[src/hdl/ssem_pkg.sv]
// constants for the management-interrupt source enable block
package ssem_pkg;

  // widths
  localparam int unsigned SSEM_AW   = 8;
  localparam int unsigned SSEM_DW   = 8;
  localparam int unsigned SSEM_NSRC = 32;

  // latched event status registers, write one to clear
  localparam logic [7:0] SSEM_OFF_STS_P2     = 8'h12;
  localparam logic [7:0] SSEM_OFF_STS_P3_FAN = 8'h13;
  localparam logic [7:0] SSEM_OFF_STS_P5     = 8'h14;
  localparam logic [7:0] SSEM_OFF_STS_P1     = 8'h15;

  // per-source enable registers
  localparam logic [7:0] SSEM_OFF_EN_P2      = 8'h18;
  localparam logic [7:0] SSEM_OFF_EN_P3_FAN  = 8'h19;
  localparam logic [7:0] SSEM_OFF_EN_P5      = 8'h1a;
  localparam logic [7:0] SSEM_OFF_EN_P1      = 8'h1b;

  // routing control and block interrupt registers
  localparam logic [7:0] SSEM_OFF_ROUTE      = 8'h20;
  localparam logic [7:0] SSEM_OFF_ISTS       = 8'h21;
  localparam logic [7:0] SSEM_OFF_IMASK      = 8'h22;

  // values after reset
  localparam logic [31:0] SSEM_RST_EN    = 32'h0000_0000;
  localparam logic [31:0] SSEM_RST_STS   = 32'h0000_0000;
  localparam logic [1:0]  SSEM_RST_ROUTE = 2'h0;
  localparam logic [1:0]  SSEM_RST_ISTS  = 2'h0;
  localparam logic [1:0]  SSEM_RST_IMASK = 2'h0;
  localparam logic [7:0]  SSEM_RST_RDATA = 8'h00;

  // implemented source bits; bit 31 (port-1 line 7) is absent
  localparam logic [31:0] SSEM_SRC_IMPL  = 32'h7fff_ffff;

  // field positions in the source vector
  localparam int unsigned SSEM_BIT_P6_L0 = 3;
  localparam int unsigned SSEM_BIT_P4_L1 = 12;
  localparam int unsigned SSEM_BIT_FAN   = 13;
  localparam int unsigned SSEM_BIT_P4_L3 = 14;
  localparam int unsigned SSEM_BIT_P6_L1 = 15;

  // field positions in the route and interrupt registers
  localparam int unsigned SSEM_ROUTE_MASTER = 0;
  localparam int unsigned SSEM_ROUTE_SERIAL = 1;
  localparam int unsigned SSEM_ISTS_GRP     = 0;
  localparam int unsigned SSEM_ISTS_NEW     = 1;

  // synchroniser depth in clock cycles
  localparam int unsigned SSEM_SYNC_STAGES = 2;

endpackage : ssem_pkg

[src/hdl/ssem_sync.sv]
// two-flop synchroniser for a group of asynchronous levels
`timescale 1ns/10ps
module ssem_sync #(
  parameter int unsigned WIDTH = 1
) (
  // clock and reset
  input  wire logic             clk,
  input  wire logic             rst_b,
  // asynchronous levels in, synchronised levels out
  input  wire logic [WIDTH-1:0] async_in,
  output logic      [WIDTH-1:0] sync_out
);

  logic [WIDTH-1:0] meta_ff;
  logic [WIDTH-1:0] sync_ff;

  // first stage feeds only the second
  always_ff @(posedge clk or negedge rst_b) begin
    if (!rst_b) begin
      meta_ff <= '0;
      sync_ff <= '0;
    end else begin
      meta_ff <= async_in;
      sync_ff <= meta_ff;
    end
  end

  assign sync_out = sync_ff;

endmodule // ssem_sync

[src/hdl/ssem_top.sv]
// management-interrupt source latch, per-source enable masking and group routing
//
// Added by the designer: the address-and-strobe port.
`timescale 1ns/10ps
module ssem_top
  import ssem_pkg::*;
(
  // clock and reset
  input  wire logic         clk,
  input  wire logic         rst_b,
  // register port
  input  wire logic [7:0]   reg_addr,
  input  wire logic [7:0]   reg_wdata,
  input  wire logic         reg_wr,
  input  wire logic         reg_rd,
  output logic      [7:0]   reg_rdata,
  // event source pins
  input  wire logic [6:0]   gpio_p1_in,
  input  wire logic [7:0]   gpio_p2_in,
  input  wire logic [3:0]   gpio_p3_in,
  input  wire logic         gpio_p4_l1,
  input  wire logic         gpio_p4_l3,
  input  wire logic [7:0]   gpio_p5_in,
  input  wire logic         gpio_p6_l0,
  input  wire logic         gpio_p6_l1,
  input  wire logic         fan_speed_pulse_in,
  // management-interrupt outputs
  output logic [31:0]       mgmt_irq_status_bus,
  output logic              group_mgmt_irq_out_n,
  output logic              mgmt_irq_pin_n_o,
  output logic              mgmt_irq_pin_n_oe,
  output logic              serial_irq_req,
  // block interrupt
  output logic              irq
);

  // raw source vector, laid out as the enable registers
  logic [31:0] src_raw;
  logic [31:0] src_sync;

  // source state
  logic [31:0] src_prev_ff;
  logic [31:0] nxt_src_prev_ff;
  logic [31:0] sts_ff;
  logic [31:0] nxt_sts_ff;
  logic [31:0] en_ff;
  logic [31:0] nxt_en_ff;
  logic [31:0] sts_clr;
  logic [31:0] evt_rise;

  // routing and block interrupt state
  logic [1:0]  route_ff;
  logic [1:0]  nxt_route_ff;
  logic [1:0]  ists_ff;
  logic [1:0]  nxt_ists_ff;
  logic [1:0]  imask_ff;
  logic [1:0]  nxt_imask_ff;
  logic [1:0]  ists_evt;

  // output registers
  logic [31:0] stbus_ff;
  logic [31:0] nxt_stbus_ff;
  logic        grp_ff;
  logic        nxt_grp_ff;
  logic        pin_n_ff;
  logic        nxt_pin_n_ff;
  logic        pin_oe_ff;
  logic        nxt_pin_oe_ff;
  logic        serirq_ff;
  logic        nxt_serirq_ff;
  logic        irq_ff;
  logic        nxt_irq_ff;
  logic [7:0]  rdata_ff;
  logic [7:0]  nxt_rdata_ff;
  logic        grp_n_ff;
  logic        nxt_grp_n_ff;

  // register port hits for the one-field registers
  logic        hit_route_wr;
  logic        hit_imask_wr;
  logic        hit_ists_rd;

  // full address compare, so no alias can move the routing or clear the block status
  assign hit_route_wr = reg_wr && (reg_addr == SSEM_OFF_ROUTE);
  assign hit_imask_wr = reg_wr && (reg_addr == SSEM_OFF_IMASK);
  assign hit_ists_rd  = reg_rd && (reg_addr == SSEM_OFF_ISTS);

  // place each pin at its enable bit position
  always_comb begin
    src_raw                 = '0;
    src_raw[7:0]            = gpio_p2_in;
    // port-2 line 3 has no event input; its slot carries port-6 line 0
    src_raw[SSEM_BIT_P6_L0] = gpio_p6_l0;
    src_raw[11:8]           = gpio_p3_in;
    src_raw[SSEM_BIT_P4_L1] = gpio_p4_l1;
    src_raw[SSEM_BIT_FAN]   = fan_speed_pulse_in;
    src_raw[SSEM_BIT_P4_L3] = gpio_p4_l3;
    src_raw[SSEM_BIT_P6_L1] = gpio_p6_l1;
    src_raw[23:16]          = gpio_p5_in;
    src_raw[30:24]          = gpio_p1_in;
  end

  // pins are asynchronous to clk
  ssem_sync #(
    .WIDTH (SSEM_NSRC)
  ) u_src_sync (
    .clk      (clk),
    .rst_b    (rst_b),
    .async_in (src_raw),
    .sync_out (src_sync)
  );

  // a low-to-high transition is one event; the fan pulse counts the same way
  assign evt_rise = src_sync & ~src_prev_ff & SSEM_SRC_IMPL;

  // write-one-to-clear decode of the status registers
  always_comb begin
    sts_clr = '0;
    if (reg_wr) begin
      case (reg_addr)
        SSEM_OFF_STS_P2:     sts_clr[7:0]   = reg_wdata;
        SSEM_OFF_STS_P3_FAN: sts_clr[15:8]  = reg_wdata;
        SSEM_OFF_STS_P5:     sts_clr[23:16] = reg_wdata;
        SSEM_OFF_STS_P1:     sts_clr[31:24] = reg_wdata;
        default:             sts_clr        = '0;
      endcase
    end
  end

  // next source state; a new event beats a clear in the same cycle
  always_comb begin
    nxt_src_prev_ff = src_sync;
    nxt_sts_ff      = ((sts_ff & ~sts_clr) | evt_rise) & SSEM_SRC_IMPL;
  end

  // status latches even while disabled, so enabling later still reports the event
  always_ff @(posedge clk or negedge rst_b) begin
    if (!rst_b) begin
      src_prev_ff <= '0;
      sts_ff      <= SSEM_RST_STS;
    end else begin
      src_prev_ff <= nxt_src_prev_ff;
      sts_ff      <= nxt_sts_ff;
    end
  end

  // enable registers; absent port-1 line 7 is forced to zero so it gates nothing
  always_comb begin
    nxt_en_ff = en_ff;
    if (reg_wr) begin
      case (reg_addr)
        SSEM_OFF_EN_P2:     nxt_en_ff[7:0]   = reg_wdata;
        SSEM_OFF_EN_P3_FAN: nxt_en_ff[15:8]  = reg_wdata;
        SSEM_OFF_EN_P5:     nxt_en_ff[23:16] = reg_wdata;
        SSEM_OFF_EN_P1:     nxt_en_ff[31:24] = reg_wdata & SSEM_SRC_IMPL[31:24];
        default:            nxt_en_ff        = en_ff;
      endcase
    end
  end

  always_ff @(posedge clk or negedge rst_b) begin
    if (!rst_b) begin
      en_ff <= SSEM_RST_EN;
    end else begin
      en_ff <= nxt_en_ff;
    end
  end

  // masking of the status bus and the group output
  always_comb begin
    nxt_stbus_ff = sts_ff & en_ff;
    nxt_grp_ff   = |(sts_ff & en_ff);
    nxt_grp_n_ff = !nxt_grp_ff;
  end

  // group output has its own inverted flop, so no gate sits after it
  always_ff @(posedge clk or negedge rst_b) begin
    if (!rst_b) begin
      stbus_ff <= '0;
      grp_ff   <= 1'b0;
      grp_n_ff <= 1'b1;
    end else begin
      stbus_ff <= nxt_stbus_ff;
      grp_ff   <= nxt_grp_ff;
      grp_n_ff <= nxt_grp_n_ff;
    end
  end

  // routing control: bit 0 master enable, bit 1 picks the serial stream over the pin
  always_comb begin
    nxt_route_ff = route_ff;
    if (hit_route_wr) begin
      nxt_route_ff = reg_wdata[1:0];
    end
  end

  always_ff @(posedge clk or negedge rst_b) begin
    if (!rst_b) begin
      route_ff <= SSEM_RST_ROUTE;
    end else begin
      route_ff <= nxt_route_ff;
    end
  end

  // pin and serial request, one edge behind the group output; low pin means asserted
  always_comb begin
    nxt_pin_oe_ff = route_ff[SSEM_ROUTE_MASTER] && !route_ff[SSEM_ROUTE_SERIAL];
    nxt_pin_n_ff  = !(nxt_pin_oe_ff && grp_ff);
    nxt_serirq_ff = route_ff[SSEM_ROUTE_MASTER] && route_ff[SSEM_ROUTE_SERIAL] && grp_ff;
  end

  // pin driven push-pull only while routed, so an idle pin rests high
  always_ff @(posedge clk or negedge rst_b) begin
    if (!rst_b) begin
      pin_oe_ff <= 1'b0;
      pin_n_ff  <= 1'b1;
      serirq_ff <= 1'b0;
    end else begin
      pin_oe_ff <= nxt_pin_oe_ff;
      pin_n_ff  <= nxt_pin_n_ff;
      serirq_ff <= nxt_serirq_ff;
    end
  end

  // block interrupt events: group rising, any new source event
  assign ists_evt[SSEM_ISTS_GRP] = nxt_grp_ff && !grp_ff;
  assign ists_evt[SSEM_ISTS_NEW] = |evt_rise;

  // sticky status cleared by a read; an event in the read cycle survives
  always_comb begin
    nxt_ists_ff  = ists_ff;
    nxt_imask_ff = imask_ff;
    if (hit_ists_rd) begin
      nxt_ists_ff = '0;
    end
    nxt_ists_ff = nxt_ists_ff | ists_evt;
    if (hit_imask_wr) begin
      nxt_imask_ff = reg_wdata[1:0];
    end
    nxt_irq_ff = |(nxt_ists_ff & nxt_imask_ff);
  end

  // irq registered from the next values, so it tracks status without extra lag
  always_ff @(posedge clk or negedge rst_b) begin
    if (!rst_b) begin
      ists_ff  <= SSEM_RST_ISTS;
      imask_ff <= SSEM_RST_IMASK;
      irq_ff   <= 1'b0;
    end else begin
      ists_ff  <= nxt_ists_ff;
      imask_ff <= nxt_imask_ff;
      irq_ff   <= nxt_irq_ff;
    end
  end

  // read mux; data stand one cycle after the strobe, zero otherwise
  always_comb begin
    nxt_rdata_ff = SSEM_RST_RDATA;
    if (reg_rd) begin
      case (reg_addr)
        SSEM_OFF_STS_P2:     nxt_rdata_ff = sts_ff[7:0];
        SSEM_OFF_STS_P3_FAN: nxt_rdata_ff = sts_ff[15:8];
        SSEM_OFF_STS_P5:     nxt_rdata_ff = sts_ff[23:16];
        SSEM_OFF_STS_P1:     nxt_rdata_ff = sts_ff[31:24];
        SSEM_OFF_EN_P2:      nxt_rdata_ff = en_ff[7:0];
        SSEM_OFF_EN_P3_FAN:  nxt_rdata_ff = en_ff[15:8];
        SSEM_OFF_EN_P5:      nxt_rdata_ff = en_ff[23:16];
        SSEM_OFF_EN_P1:      nxt_rdata_ff = en_ff[31:24];
        SSEM_OFF_ROUTE:      nxt_rdata_ff = {6'h00, route_ff};
        SSEM_OFF_ISTS:       nxt_rdata_ff = {6'h00, ists_ff};
        SSEM_OFF_IMASK:      nxt_rdata_ff = {6'h00, imask_ff};
        default:             nxt_rdata_ff = SSEM_RST_RDATA; // unmapped reads zero
      endcase
    end
  end

  // registered so read data stand exactly in the cycle after the strobe
  always_ff @(posedge clk or negedge rst_b) begin
    if (!rst_b) begin
      rdata_ff <= SSEM_RST_RDATA;
    end else begin
      rdata_ff <= nxt_rdata_ff;
    end
  end

  // all outputs straight from flops
  assign reg_rdata            = rdata_ff;
  assign mgmt_irq_status_bus  = stbus_ff;
  assign group_mgmt_irq_out_n = grp_n_ff;
  assign mgmt_irq_pin_n_o     = pin_n_ff;
  assign mgmt_irq_pin_n_oe    = pin_oe_ff;
  assign serial_irq_req       = serirq_ff;
  assign irq                  = irq_ff;

endmodule // ssem_top

[config.mk]
export PLATFORM = sky130hd
export DESIGN_NAME = ssem_top
export DESIGN_NICKNAME = d
export VERILOG_FILES = /design/src/hdl/ssem_pkg.sv /design/src/hdl/ssem_sync.sv /design/src/hdl/ssem_top.sv
export SDC_FILE = /design/constraint.sdc
export NUM_CORES = 1
export LEC_CHECK = 0
export ABC_AREA = 0
export BUFFER_PORTS_ARGS = -buffer_cell sky130_fd_sc_hd__buf_2
export CORE_ASPECT_RATIO = 1.2
export CORE_UTILIZATION = 55
export CTS_CLUSTER_SIZE = 40
export DETAILED_ROUTE_END_ITERATION = 16
export PLACE_DENSITY = 0.86
export SYNTH_ARGS = -nofsm -noshare
export SYNTH_HDL_FRONTEND = slang
export SYNTH_SLANG_ARGS = --single-unit
[constraint.sdc]
create_clock -name clk -period 2.8 [get_ports clk]
set_input_delay 0.28 -clock clk [delete_from_list [all_inputs] [get_ports clk]]
set_output_delay 0.28 -clock clk [all_outputs]
set_load 0.01 [all_outputs]
==> impl_results.md, run 1 <==
- Total congestion overflow: 0
- Port bufs: 94
- Area of the multi-input gates: approximately 2000 µm²
- # IOs: 97
- Dpl hpwl: between 10000 and 15000 µm
- Global Route met2 Usage: 42.6%
- Critical-path top delay cell: or4b_2
- Period utilisation layout: slightly below 80%
- Sequential area share after synthesis: a little under three quarters
- RSZ-0062 raised after global routing: false
- CTS resizes: 0
- Routed Antenna Nets: 0
- Rel. slew slack: about 54%
- EDFF count, synth: 0
- Max Slew Vio Count: 0
- Post-DR vias/cell: approximately 5.6
- M3 GR Usage: under 10%
- Area grow syn2layout: 23.5%
- Main synth FF type: dfrtp_1
- TritonCTS Buffers: 19
- Share of the synthesized area in the top cell type: between 70% and 80%
- Setup Skew: 0.0221 ns
- Initial Utilization: 56.9%
- First-pass DRT Iterations: 7
- FF+latch area: 5160 µm²
- Gp weighted congestion: ~0.92
- Final #Nets: approximately 710
- # fillers: approximately 830
- Switch Pwr: between 0.001 and 0.0015 W
- Longest Clk Path Bufs: 3
- GRT busiest layer: met2
- DRC Markers: 0
- GRT Util Overall: approximately a quarter
- Cell Chain, Critical Path: a222oi_1, or4b_2, nor3_1, nand3_1, a32o_1
- Synth unique cells: 52
- Clk network pwr share: roughly 43%
- Internal Power: just under 0.005 W
- First-pass GRT wire length: between 20000 and 30000 µm
- Period minus WS final: 2.18 ns
- Initial drt markers: about 400
- Count of final setup violators: 0
- Post-synthesis cell type with the largest combined area: dfrtp_1
- Initial antenna violation count: 0
- Leakage: roughly 4.2 nW
- Arrival time worst endpoint: between 2 and 3 ns
- WP buf/inv: 0
- Startpoint Class: flop
- Syn_nets: roughly 570
- CTS H-tree depth: 1
- Rows: 45
- Total of max-cap violations: 0
- Status: completed
- Wire length per cell: between 15 and 20 µm
- Switching power share of the total: 21.3%
- Synthesized area: between 7000 and 8000 µm²
- TritonCTS clock tree: done
- Setup crit end kind: flop
- Setup TNS: 0 ns
- Clk root buf: clkbuf_16
- Syn avg cell area: between 10 and 15 µm²
- Final hold violation count: 0
- Tightest Pin Transition: about 0.7 ns
- Final wirelength: about 16000 µm
- Routed vias: roughly 4700
- Vias in the first global route: 4892
- Largest net degree at the start of global routing: 81
- Comb power frac: between 6 and 7%
- Max VDD drop: 711 µV
- Layout cell share with drive strength beyond 1: 28.2%
- Setup Crit Path Kind: reg -> reg
- Achievable Freq: 458 MHz
- Clk_lat worst skew: 0.49 ns
- Worst-path clk slew: 0.06 ns
- Core area: around 13000 µm²
- CTS sink cnt: 206
- Die Y: 128 µm
- N_diodes: 0
- Synth Register Bits: between 200 and 250
- Die area: approximately 14000 µm²
- CP max stage delay: approximately 0.61 ns
- Synth Warn #: 0
- Post-Syn Instances: 516
- Postcts setup bufs: 0
- Hold Crit Class: in -> reg
- Cell Pwr Density: 693 nW/µm²
- FFs w/ async S/R, synth: 100%
- Grt met1 use: 31.9%
- Seq pwr share: around 51%
- PnR Total Power: 0.00622 W
- Top delay family on crit path: simple AND/OR/NAND/NOR gates
- CP Data Required Time: between 3 and 4 ns
- Largest fanout on the critical path: 4
- Top post-synthesis cells by area: dfrtp_1, mux2_2, and2_1
- Die W: between 100 and 150 µm
==> metal layers <==
| layer | vias up | share of wire, % |
|---|---|---|
| met5 | - | 0 |
| met2 | 198 | 51 |
| met3 | 48 | 6.2 |
| met4 | 0 | 4.1 |
| met1 | 2377 | 39 |
| li1 | 2100 | - |
==> path summary, 6_finish.rpt <==
check	start	to	slack [ns]	cells after the start
setup / recovery	sts_ff[16]$_DFF_PN0_	irq$_DFF_PN0_	0.62	5
hold / removal	reg_wdata[7]	en_ff[7]$_DFFE_PN0P_	0.10	2
setup reg to reg	sts_ff[16]$_DFF_PN0_	irq$_DFF_PN0_	0.62	5
hold reg to reg	u_src_sync.meta_ff[4]$_DFF_PN0_	u_src_sync.sync_out[4]$_DFF_PN0_	0.34	0
max in group asynchronous	rst_b	sts_ff[20]$_DFF_PN0_	1.62	3
min in group asynchronous	rst_b	u_src_sync.meta_ff[2]$_DFF_PN0_	0.38	2
==> stage by stage <==
step                      utilization, %  setup slack, ns  cells  cell area [µm²]  hold slack (ns)
after global placement              62.5            0.488    772             7990            0.329
after CTS                           70.3            0.638    838             8980           0.0817
after detailed placement            62.5            0.509    772             7990            0.335
final                               70.3            0.618    838             8980            0.100
after global routing                70.3            0.534    838             8980           0.0946
after floorplan                        -            0.884    516             7270          -0.0156
==> repair_timing <==
action,4_1_cts,5_1_grt
endpoints found under the hold margin,105,0
hold buffers,32,0
setup endpoints to repair,0,0
==> sequential cells by signal (all words and copies together), names as in the netlist <==
signal / flops
ists_ff: 2
irq: 1
en_ff: 31
group_mgmt_irq_out_n: 1
serial_irq_req: 1
route_ff: 2
mgmt_irq_pin_n_o: 1
imask_ff: 2
u_src_sync.meta_ff: 31
src_prev_ff: 31
reg_rdata: 8
u_src_sync.sync_out: 31
mgmt_irq_status_bus: 31
sts_ff: 31
mgmt_irq_pin_n_oe: 1
grp_ff: 1
==> cell usage after synthesis, types with 2 or more instances <==
master,count
and2_1,35
a21oi_1,4
o21ai_0,42
a222oi_1,5
inv_1,8
nor3_1,3
mux2_2,35
a22o_1,4
nand4_1,2
nor2b_1,18
nand2_1,31
nand3_2,2
o2111a_1,4
or4_1,6
nor4_1,4
and3b_1,2
and3_1,4
buf_4,3
a32oi_1,2
buf_1,3
a32o_1,2
a31oi_1,8
nand2b_1,26
dfrtp_1,204
nand3_1,5
mux2_4,2
buf_2,2
nor2_1,4
nor4b_1,2
clkbuf_1,6
dfstp_2,2
mux2i_1,4
a22oi_1,13
==> placed cells by master, fill, tap and decap left out, drive strengths merged, types with 8 or more instances in the layout <==
cell type    count
dfrtp          204
buf            105
o21ai           43
mux2            37
and2            36
dlygate4sd3     32
nand2           32
nand2b          26
clkbuf          24
nor2b           18
a22oi           13
inv             10
a31oi            8
==> layout make-up <==
cell class / instances / share of cell area [%]
multi-input combinational: 288 / 22.5
timing repair buffer: 138 / 10.0
sequential: 206 / 57.4
clock inverter: 11 / 1.64
inverter: 8 / 0.334
clock buffer: 23 / 5.79
tap: 164 / 2.28
==> logic make-up after synthesis <==
kind of cell	count (synthesis)	share of synthesized area (%)
buf+inv	22	1.32
flops	206	70.9
compound gates	91	8.33
other cells	1	0.0516
simple gates	154	12.7
mux	42	6.69
==> power groups by stage <==
stage | clock (W) | combinational (W) | sequential, W
final | 0.00267 | 0.000385 | 0.00317
after global routing | 0.00287 | 0.000424 | 0.00318
after CTS | 0.00272 | 0.000389 | 0.00317
after detailed placement | 0 | 0.000352 | 0.00322
after global placement | 0 | 0.000343 | 0.00321
after floorplan | 0 | 0.000144 | 0.00322
No activity file was read; power rests on OpenSTA's default activity.
==> run 2, diff against run 1 <==
clock period = 2.25 ns   (was 2.8 ns; I/O delays follow)
==> impl_results.md, run 2 (synthesis gave the netlist of run 1 again) <==
- Cell Pwr Density: 870 nW/µm² (was 693 nW/µm²)
- GRT Util Overall: 26.6% (was 25.1%)
- Cell Chain, Critical Path: a222oi_1, or4b_2, nor3_2, nand3_1, a32o_1 (was a222oi_1, or4b_2, nor3_1, nand3_1, a32o_1)
- Max VDD drop: 675 µV (was 711 µV)
- Final hold violation count: 0 (unchanged)
- Total congestion overflow: 0 (unchanged)
- Leakage: 4.27 nW (was 4.18 nW)
- Arrival time worst endpoint: 2.48 ns (was 2.54 ns)
- Hold Crit Class: in -> reg (unchanged)
- Reg2Reg Depth: 5 (unchanged)
- Final #Nets: 723 (was 713)
- Final setup margin: 0.140 ns (was 0.618 ns)
- Most common cell after layout, fill and taps aside: dfrtp_1 (unchanged)
- TritonCTS Buffers: 19 (unchanged)
- Vias in the first global route: 4908 (was 4892)
- # fillers: 837 (was 831)
- CP max stage delay: 0.63 ns (was 0.61 ns)
- Setup Crit Path Kind: reg -> reg (unchanged)
- Clk root buf: clkbuf_16 (unchanged)
- Worst-path clk slew: 0.06 ns (about the same)
- Hold_sp: reg_wdata[7] (unchanged)
- CTS sink cnt: 206 (unchanged)
- Reg2reg setup slack: 0.14 ns (was 0.62 ns)
- First-pass GRT wire length: 26900 µm (was 25700 µm)
- # IOs: 97 (unchanged)
- Postcts setup bufs: 0 (unchanged)
- Die area: 13700 µm² (unchanged)
- CP Data Required Time: 2.62 ns (was 3.15 ns)
- Initial Utilization: 56.9% (unchanged)
- Pre-CTS setup slack: 0.0895 ns (was 0.509 ns)
- Initial antenna violation count: 1 (was 0)
- Count of final setup violators: 0 (unchanged)
- Max Slew Vio Count: 0 (unchanged)
- R2r endpoint: irq$_DFF_PN0_ (unchanged)
- Critical-path top delay cell: or4b_2 (unchanged)
- Min-Delay Endpoint: en_ff[15]$_DFFE_PN0P_ (was en_ff[7]$_DFFE_PN0P_)
- Setup TNS: 0 ns (unchanged)
- Startpoint Class: flop (unchanged)
- Total of max-cap violations: 0 (unchanged)
- Port bufs: 94 (unchanged)
- Setup crit end kind: flop (unchanged)
- N_diodes: 0 (unchanged)
- Area grow syn2layout: 25.6% (was 23.5%)
- Status: completed (unchanged)
- CTS H-tree depth: 1 (unchanged)
- Achievable Freq: 474 MHz (was 458 MHz)
- Dpl hpwl: 11400 µm (about the same)
- Die Y: 128 µm (unchanged)
- DRC Markers: 0 (unchanged)
- Wire length per cell: 20.0 µm (was 19.3 µm)
- First-pass DRT Iterations: 8 (was 7)
- Layout cell share with drive strength beyond 1: 29.4% (was 28.2%)
- TritonCTS clock tree: done (unchanged)
- Largest fanout on the critical path: 4 (unchanged)
- Period utilisation layout: 93.8% (was 77.9%)
- Clk_lat worst skew: 0.48 ns (was 0.49 ns)
- Core area: 12800 µm² (unchanged)
- Reg2reg start: en_ff[16]$_DFFE_PN0P_ (was sts_ff[16]$_DFF_PN0_)
- Setup Skew: 0.0135 ns (was 0.0221 ns)
- Tightest Pin Transition: 0.843 ns (was 0.684 ns)
- Longest Clk Path Bufs: 3 (unchanged)
- RSZ-0062 raised after global routing: false (unchanged)
- Largest net degree at the start of global routing: 61 (was 81)
- Gp weighted congestion: 0.896 (was 0.922)
- Commonest cells after routing, fill and taps aside: dfrtp_1, buf_2, o21ai_0, and2_1, mux2_2 (unchanged)
- Routed Antenna Nets: 0 (unchanged)
- Die W: 107 µm (unchanged)
- Final wirelength: 17000 µm (was 16200 µm)
- Rel. slew slack: 43.4% (was 54.1%)
- Initial drt markers: 336 (was 410)
- Routed vias: 4690 (was 4723)
- Period minus WS final: 2.11 ns (was 2.18 ns)
- Worst Hold Path Cells: 2 (unchanged)
- Rows: 45 (unchanged)
- Post-DR vias/cell: 5.54 (was 5.64)
==> run 2: timing repair <==
| action | CTS | global route |
|---|---|---|
| gates resized for setup | 0 | 2 |
| hold buffers | 32 | 0 |
| endpoints found under the setup margin | 0 | 2 |
| endpoints found under the hold margin | 88 | 0 |
==> run 2: where the power goes <==
part	internal [W]	switching, W
clock	0.00221	0.00131
sequential	0.00387	0.0000735
combinational	0.000223	0.000274
total	0.00630	0.00165
==> run 2: per-layer routing <==
| layer | vias up | share of wire, % | GRT usage [%] | wire length [µm] |
|---|---|---|---|---|
| li1 | 2127 | - | - | - |
| met1 | 2341 | 39 | 33.4 | 6570 |
| met2 | 182 | 51 | 45.2 | 8670 |
| met3 | 40 | 6.6 | 4.98 | 1120 |
| met4 | 0 | 3.5 | 11.2 | 596 |
| met5 | - | 0 | 0 | 0 |
==> run 2: worst max-delay path: cells and delay by family, from the launching register on <==
kind             cells  cell delay (ns)
AO/OA/AOI/OAI        2             0.65
AND/OR/NAND/NOR      3             0.93
flip-flops           1             0.41
==> run 2: layout make-up <==
class | instances | area (µm²) | area share [%]
clock buffers | 26 | 562 | 6.15
clock inverters | 7 | 139 | 1.52
inverters | 8 | 30.0 | 0.329
multi-input cells | 288 | 2030 | 22.2
flip-flops and latches | 206 | 5160 | 56.4
well taps | 164 | 205 | 2.25
repair buffers | 148 | 1010 | 11.1
==> run 2: worst max path at each step <==
stage | from | to | slack (ns) | cells past startpoint
2_1_floorplan | en_ff[16]$_DFFE_PN0P_ | irq$_DFF_PN0_ | 0.37 | 5
3_3_place_gp | reg_addr[4] | reg_rdata[3]$_DFF_PN0_ | 0.11 | 7
3_5_place_dp | en_ff[16]$_DFFE_PN0P_ | irq$_DFF_PN0_ | 0.09 | 5
4_1_cts | en_ff[16]$_DFFE_PN0P_ | irq$_DFF_PN0_ | 0.07 | 5
5_1_grt | en_ff[16]$_DFFE_PN0P_ | irq$_DFF_PN0_ | 0.05 | 5
6_report | en_ff[16]$_DFFE_PN0P_ | irq$_DFF_PN0_ | 0.14 | 5
==> run 2: through the flow <==
step	total power, W	utilization [%]	std cells	instance area (µm²)	hold slack, ns
after detailed placement	0.00445	63.4	782	8110	0.231
final	0.00795	71.5	847	9140	0.0326
after CTS	0.00800	71.4	847	9130	0.0253
after global placement	0.00443	63.4	782	8110	0.221
after floorplan	0.00419	-	516	7270	-0.0706
after global routing	0.00823	71.5	847	9140	0.0398
==> run 3, diff against run 2 <==
CAP_MARGIN = 40   (was not set)
RECOVER_POWER = 50   (was not set)
==> impl_results.md, run 3 (synthesis gave the netlist of run 1 again) <==
- Status: completed (unchanged)
- Period utilisation layout: 93.5% (was 93.8%)
- Final wirelength: 17000 µm (about the same)
- CP endpoint: irq$_DFF_PN0_ (unchanged)
- Dpl hpwl: 11400 µm (unchanged)
- Hold Crit Class: in -> reg (unchanged)
- Final setup margin: 0.146 ns (was 0.140 ns)
- Commonest cells after routing, fill and taps aside: dfrtp_1, buf_2, o21ai_0, mux2_2 (was dfrtp_1, buf_2, o21ai_0, and2_1, mux2_2)
- Die W: 107 µm (unchanged)
- Final hold violation count: 0 (unchanged)
- CTS sink cnt: 206 (unchanged)
- First-pass GRT wire length: 26900 µm (unchanged)
- GRT Util Overall: 26.6% (unchanged)
- Longest Clk Path Bufs: 3 (unchanged)
- Initial Utilization: 56.9% (unchanged)
- Post-DR vias/cell: 5.54 (about the same)
- Count of final setup violators: 0 (unchanged)
- Postcts setup bufs: 0 (unchanged)
- Reg2reg start: en_ff[16]$_DFFE_PN0P_ (unchanged)
- Max VDD drop: 675 µV (about the same)
- CTS H-tree depth: 1 (unchanged)
- Clk root buf: clkbuf_16 (unchanged)
- TritonCTS clock tree: done (unchanged)
- Die area: 13700 µm² (unchanged)
- Reg2reg setup slack: 0.15 ns (was 0.14 ns)
- Die Y: 128 µm (unchanged)
- Largest fanout on the critical path: 4 (unchanged)
- Gp weighted congestion: 0.896 (unchanged)
- Clk_lat worst skew: 0.48 ns (about the same)
- Largest net degree at the start of global routing: 61 (unchanged)
- Routed Antenna Nets: 0 (unchanged)
- Port bufs: 94 (unchanged)
- Startpoint Class: flop (unchanged)
- Fin cells: 847 (unchanged)
- Period minus WS final: 2.10 ns (was 2.11 ns)
- Rows: 45 (unchanged)
- RSZ-0062 raised after global routing: false (unchanged)
- Pre-CTS setup slack: 0.0895 ns (unchanged)
- Leakage: 4.23 nW (was 4.27 nW)
- First-pass DRT Iterations: 5 (was 8)
- Initial drt markers: 336 (unchanged)
- Layout Utilization: 71.4% (was 71.5%)
- Wire length per cell: 20.0 µm (about the same)
- Setup Skew: 0.0134 ns (was 0.0135 ns)
- Most common cell after layout, fill and taps aside: dfrtp_1 (unchanged)
- Worst-path clk slew: 0.06 ns (about the same)
- Setup Crit Path Kind: reg -> reg (unchanged)
- Tightest Pin Transition: 1.45 ns (was 0.843 ns)
- Cell Pwr Density: 870 nW/µm² (about the same)
- Layout cell share with drive strength beyond 1: 29.4% (unchanged)
- Placed cells: 782 (unchanged)
- Total of max-cap violations: 0 (unchanged)
- # IOs: 97 (unchanged)
- Reg2Reg Depth: 5 (unchanged)
- Hold_sp: reg_wdata[7] (unchanged)
- Critical path startpoint: en_ff[16]$_DFFE_PN0P_ (unchanged)
- Setup crit end kind: flop (unchanged)
- TritonCTS Buffers: 19 (unchanged)
- DRC Markers: 0 (unchanged)
- Area grow syn2layout: 25.5% (was 25.6%)
- R2r endpoint: irq$_DFF_PN0_ (unchanged)
- Initial antenna violation count: 1 (unchanged)
- Routed vias: 4696 (was 4690)
- Achievable Freq: 475 MHz (was 474 MHz)
- Vias in the first global route: 4908 (unchanged)
- Core area: 12800 µm² (unchanged)
- Arrival time worst endpoint: 2.47 ns (was 2.48 ns)
- CP Data Required Time: 2.61 ns (was 2.62 ns)
- Setup TNS: 0 ns (unchanged)
- Total congestion overflow: 0 (unchanged)
- Max Slew Vio Count: 0 (unchanged)
- N_diodes: 0 (unchanged)
- Final #Nets: 723 (unchanged)
- Rel. slew slack: 3.40% (was 43.4%)
[run 3: cell counts in the layout (fill, tap and decap cells not counted)]
No cell type changed its count.
[run 3: worst min-delay path by stage]
stage	cells after the start	slack [ns]	end
global route	2	0.04	en_ff[7]$_DFFE_PN0P_
finish	2	0.03	en_ff[15]$_DFFE_PN0P_
detailed placement	1	0.23	u_src_sync.meta_ff[4]$_DFF_PN0_
global placement	1	0.22	u_src_sync.meta_ff[2]$_DFF_PN0_
CTS	2	0.03	en_ff[15]$_DFFE_PN0P_
floorplan	0	-0.07	en_ff[0]$_DFFE_PN0P_
[run 3: critical path: stages, from the launching register on]
cell,delay (ns)
dfrtp_1,0.41
a222oi_1,0.38
or4b_2,0.63
nor3_2,0.20
nand3_1,0.10
a32o_1,0.26
[run 3: area by class of cell]
type / count / area, µm²
clock buffer: 26 / 562
clock inverter: 7 / 139
fill: 840 / 3650
inverter: 8 / 30.0
multi-input combinational: 288 / 2030
sequential: 206 / 5160
tap: 164 / 205
timing repair buffer: 148 / 1010
[run 3: per-stage QoR]
| step | power (W) | instance area [µm²] | hold slack [ns] |
|---|---|---|---|
| after global routing | 0.00823 | 9130 | 0.0398 |
| after detailed placement | 0.00445 | 8110 | 0.231 |
| after global placement | 0.00443 | 8110 | 0.221 |
| after floorplan | 0.00419 | 7270 | -0.0706 |
| final | 0.00794 | 9130 | 0.0343 |
| after CTS | 0.00800 | 9130 | 0.0253 |
[run 3: power breakdown]
part / internal [W] / leakage, nW / switching, W
Clock: 0.00221 / 0.347 / 0.00130
Sequential: 0.00387 / 2.47 / 0.0000741
Combinational: 0.000220 / 1.42 / 0.000273
Total: 0.00629 / 4.23 / 0.00165
[run 3: what timing repair did]
action	in CTS	in global routing
hold buffers	32	0
setup endpoints to repair	0	2
gates resized for setup	0	2
endpoints found under the hold margin	88	0
[run 3: metal layers]
| layer | part of all wire (%) | global-route usage (%) | wire length, µm |
|---|---|---|---|
| met5 | 0 | 0 | 0 |
| met4 | 3.4 | 11.2 | 584 |
| met3 | 6.6 | 4.98 | 1120 |
| met2 | 51 | 45.2 | 8660 |
| met1 | 39 | 33.4 | 6590 |
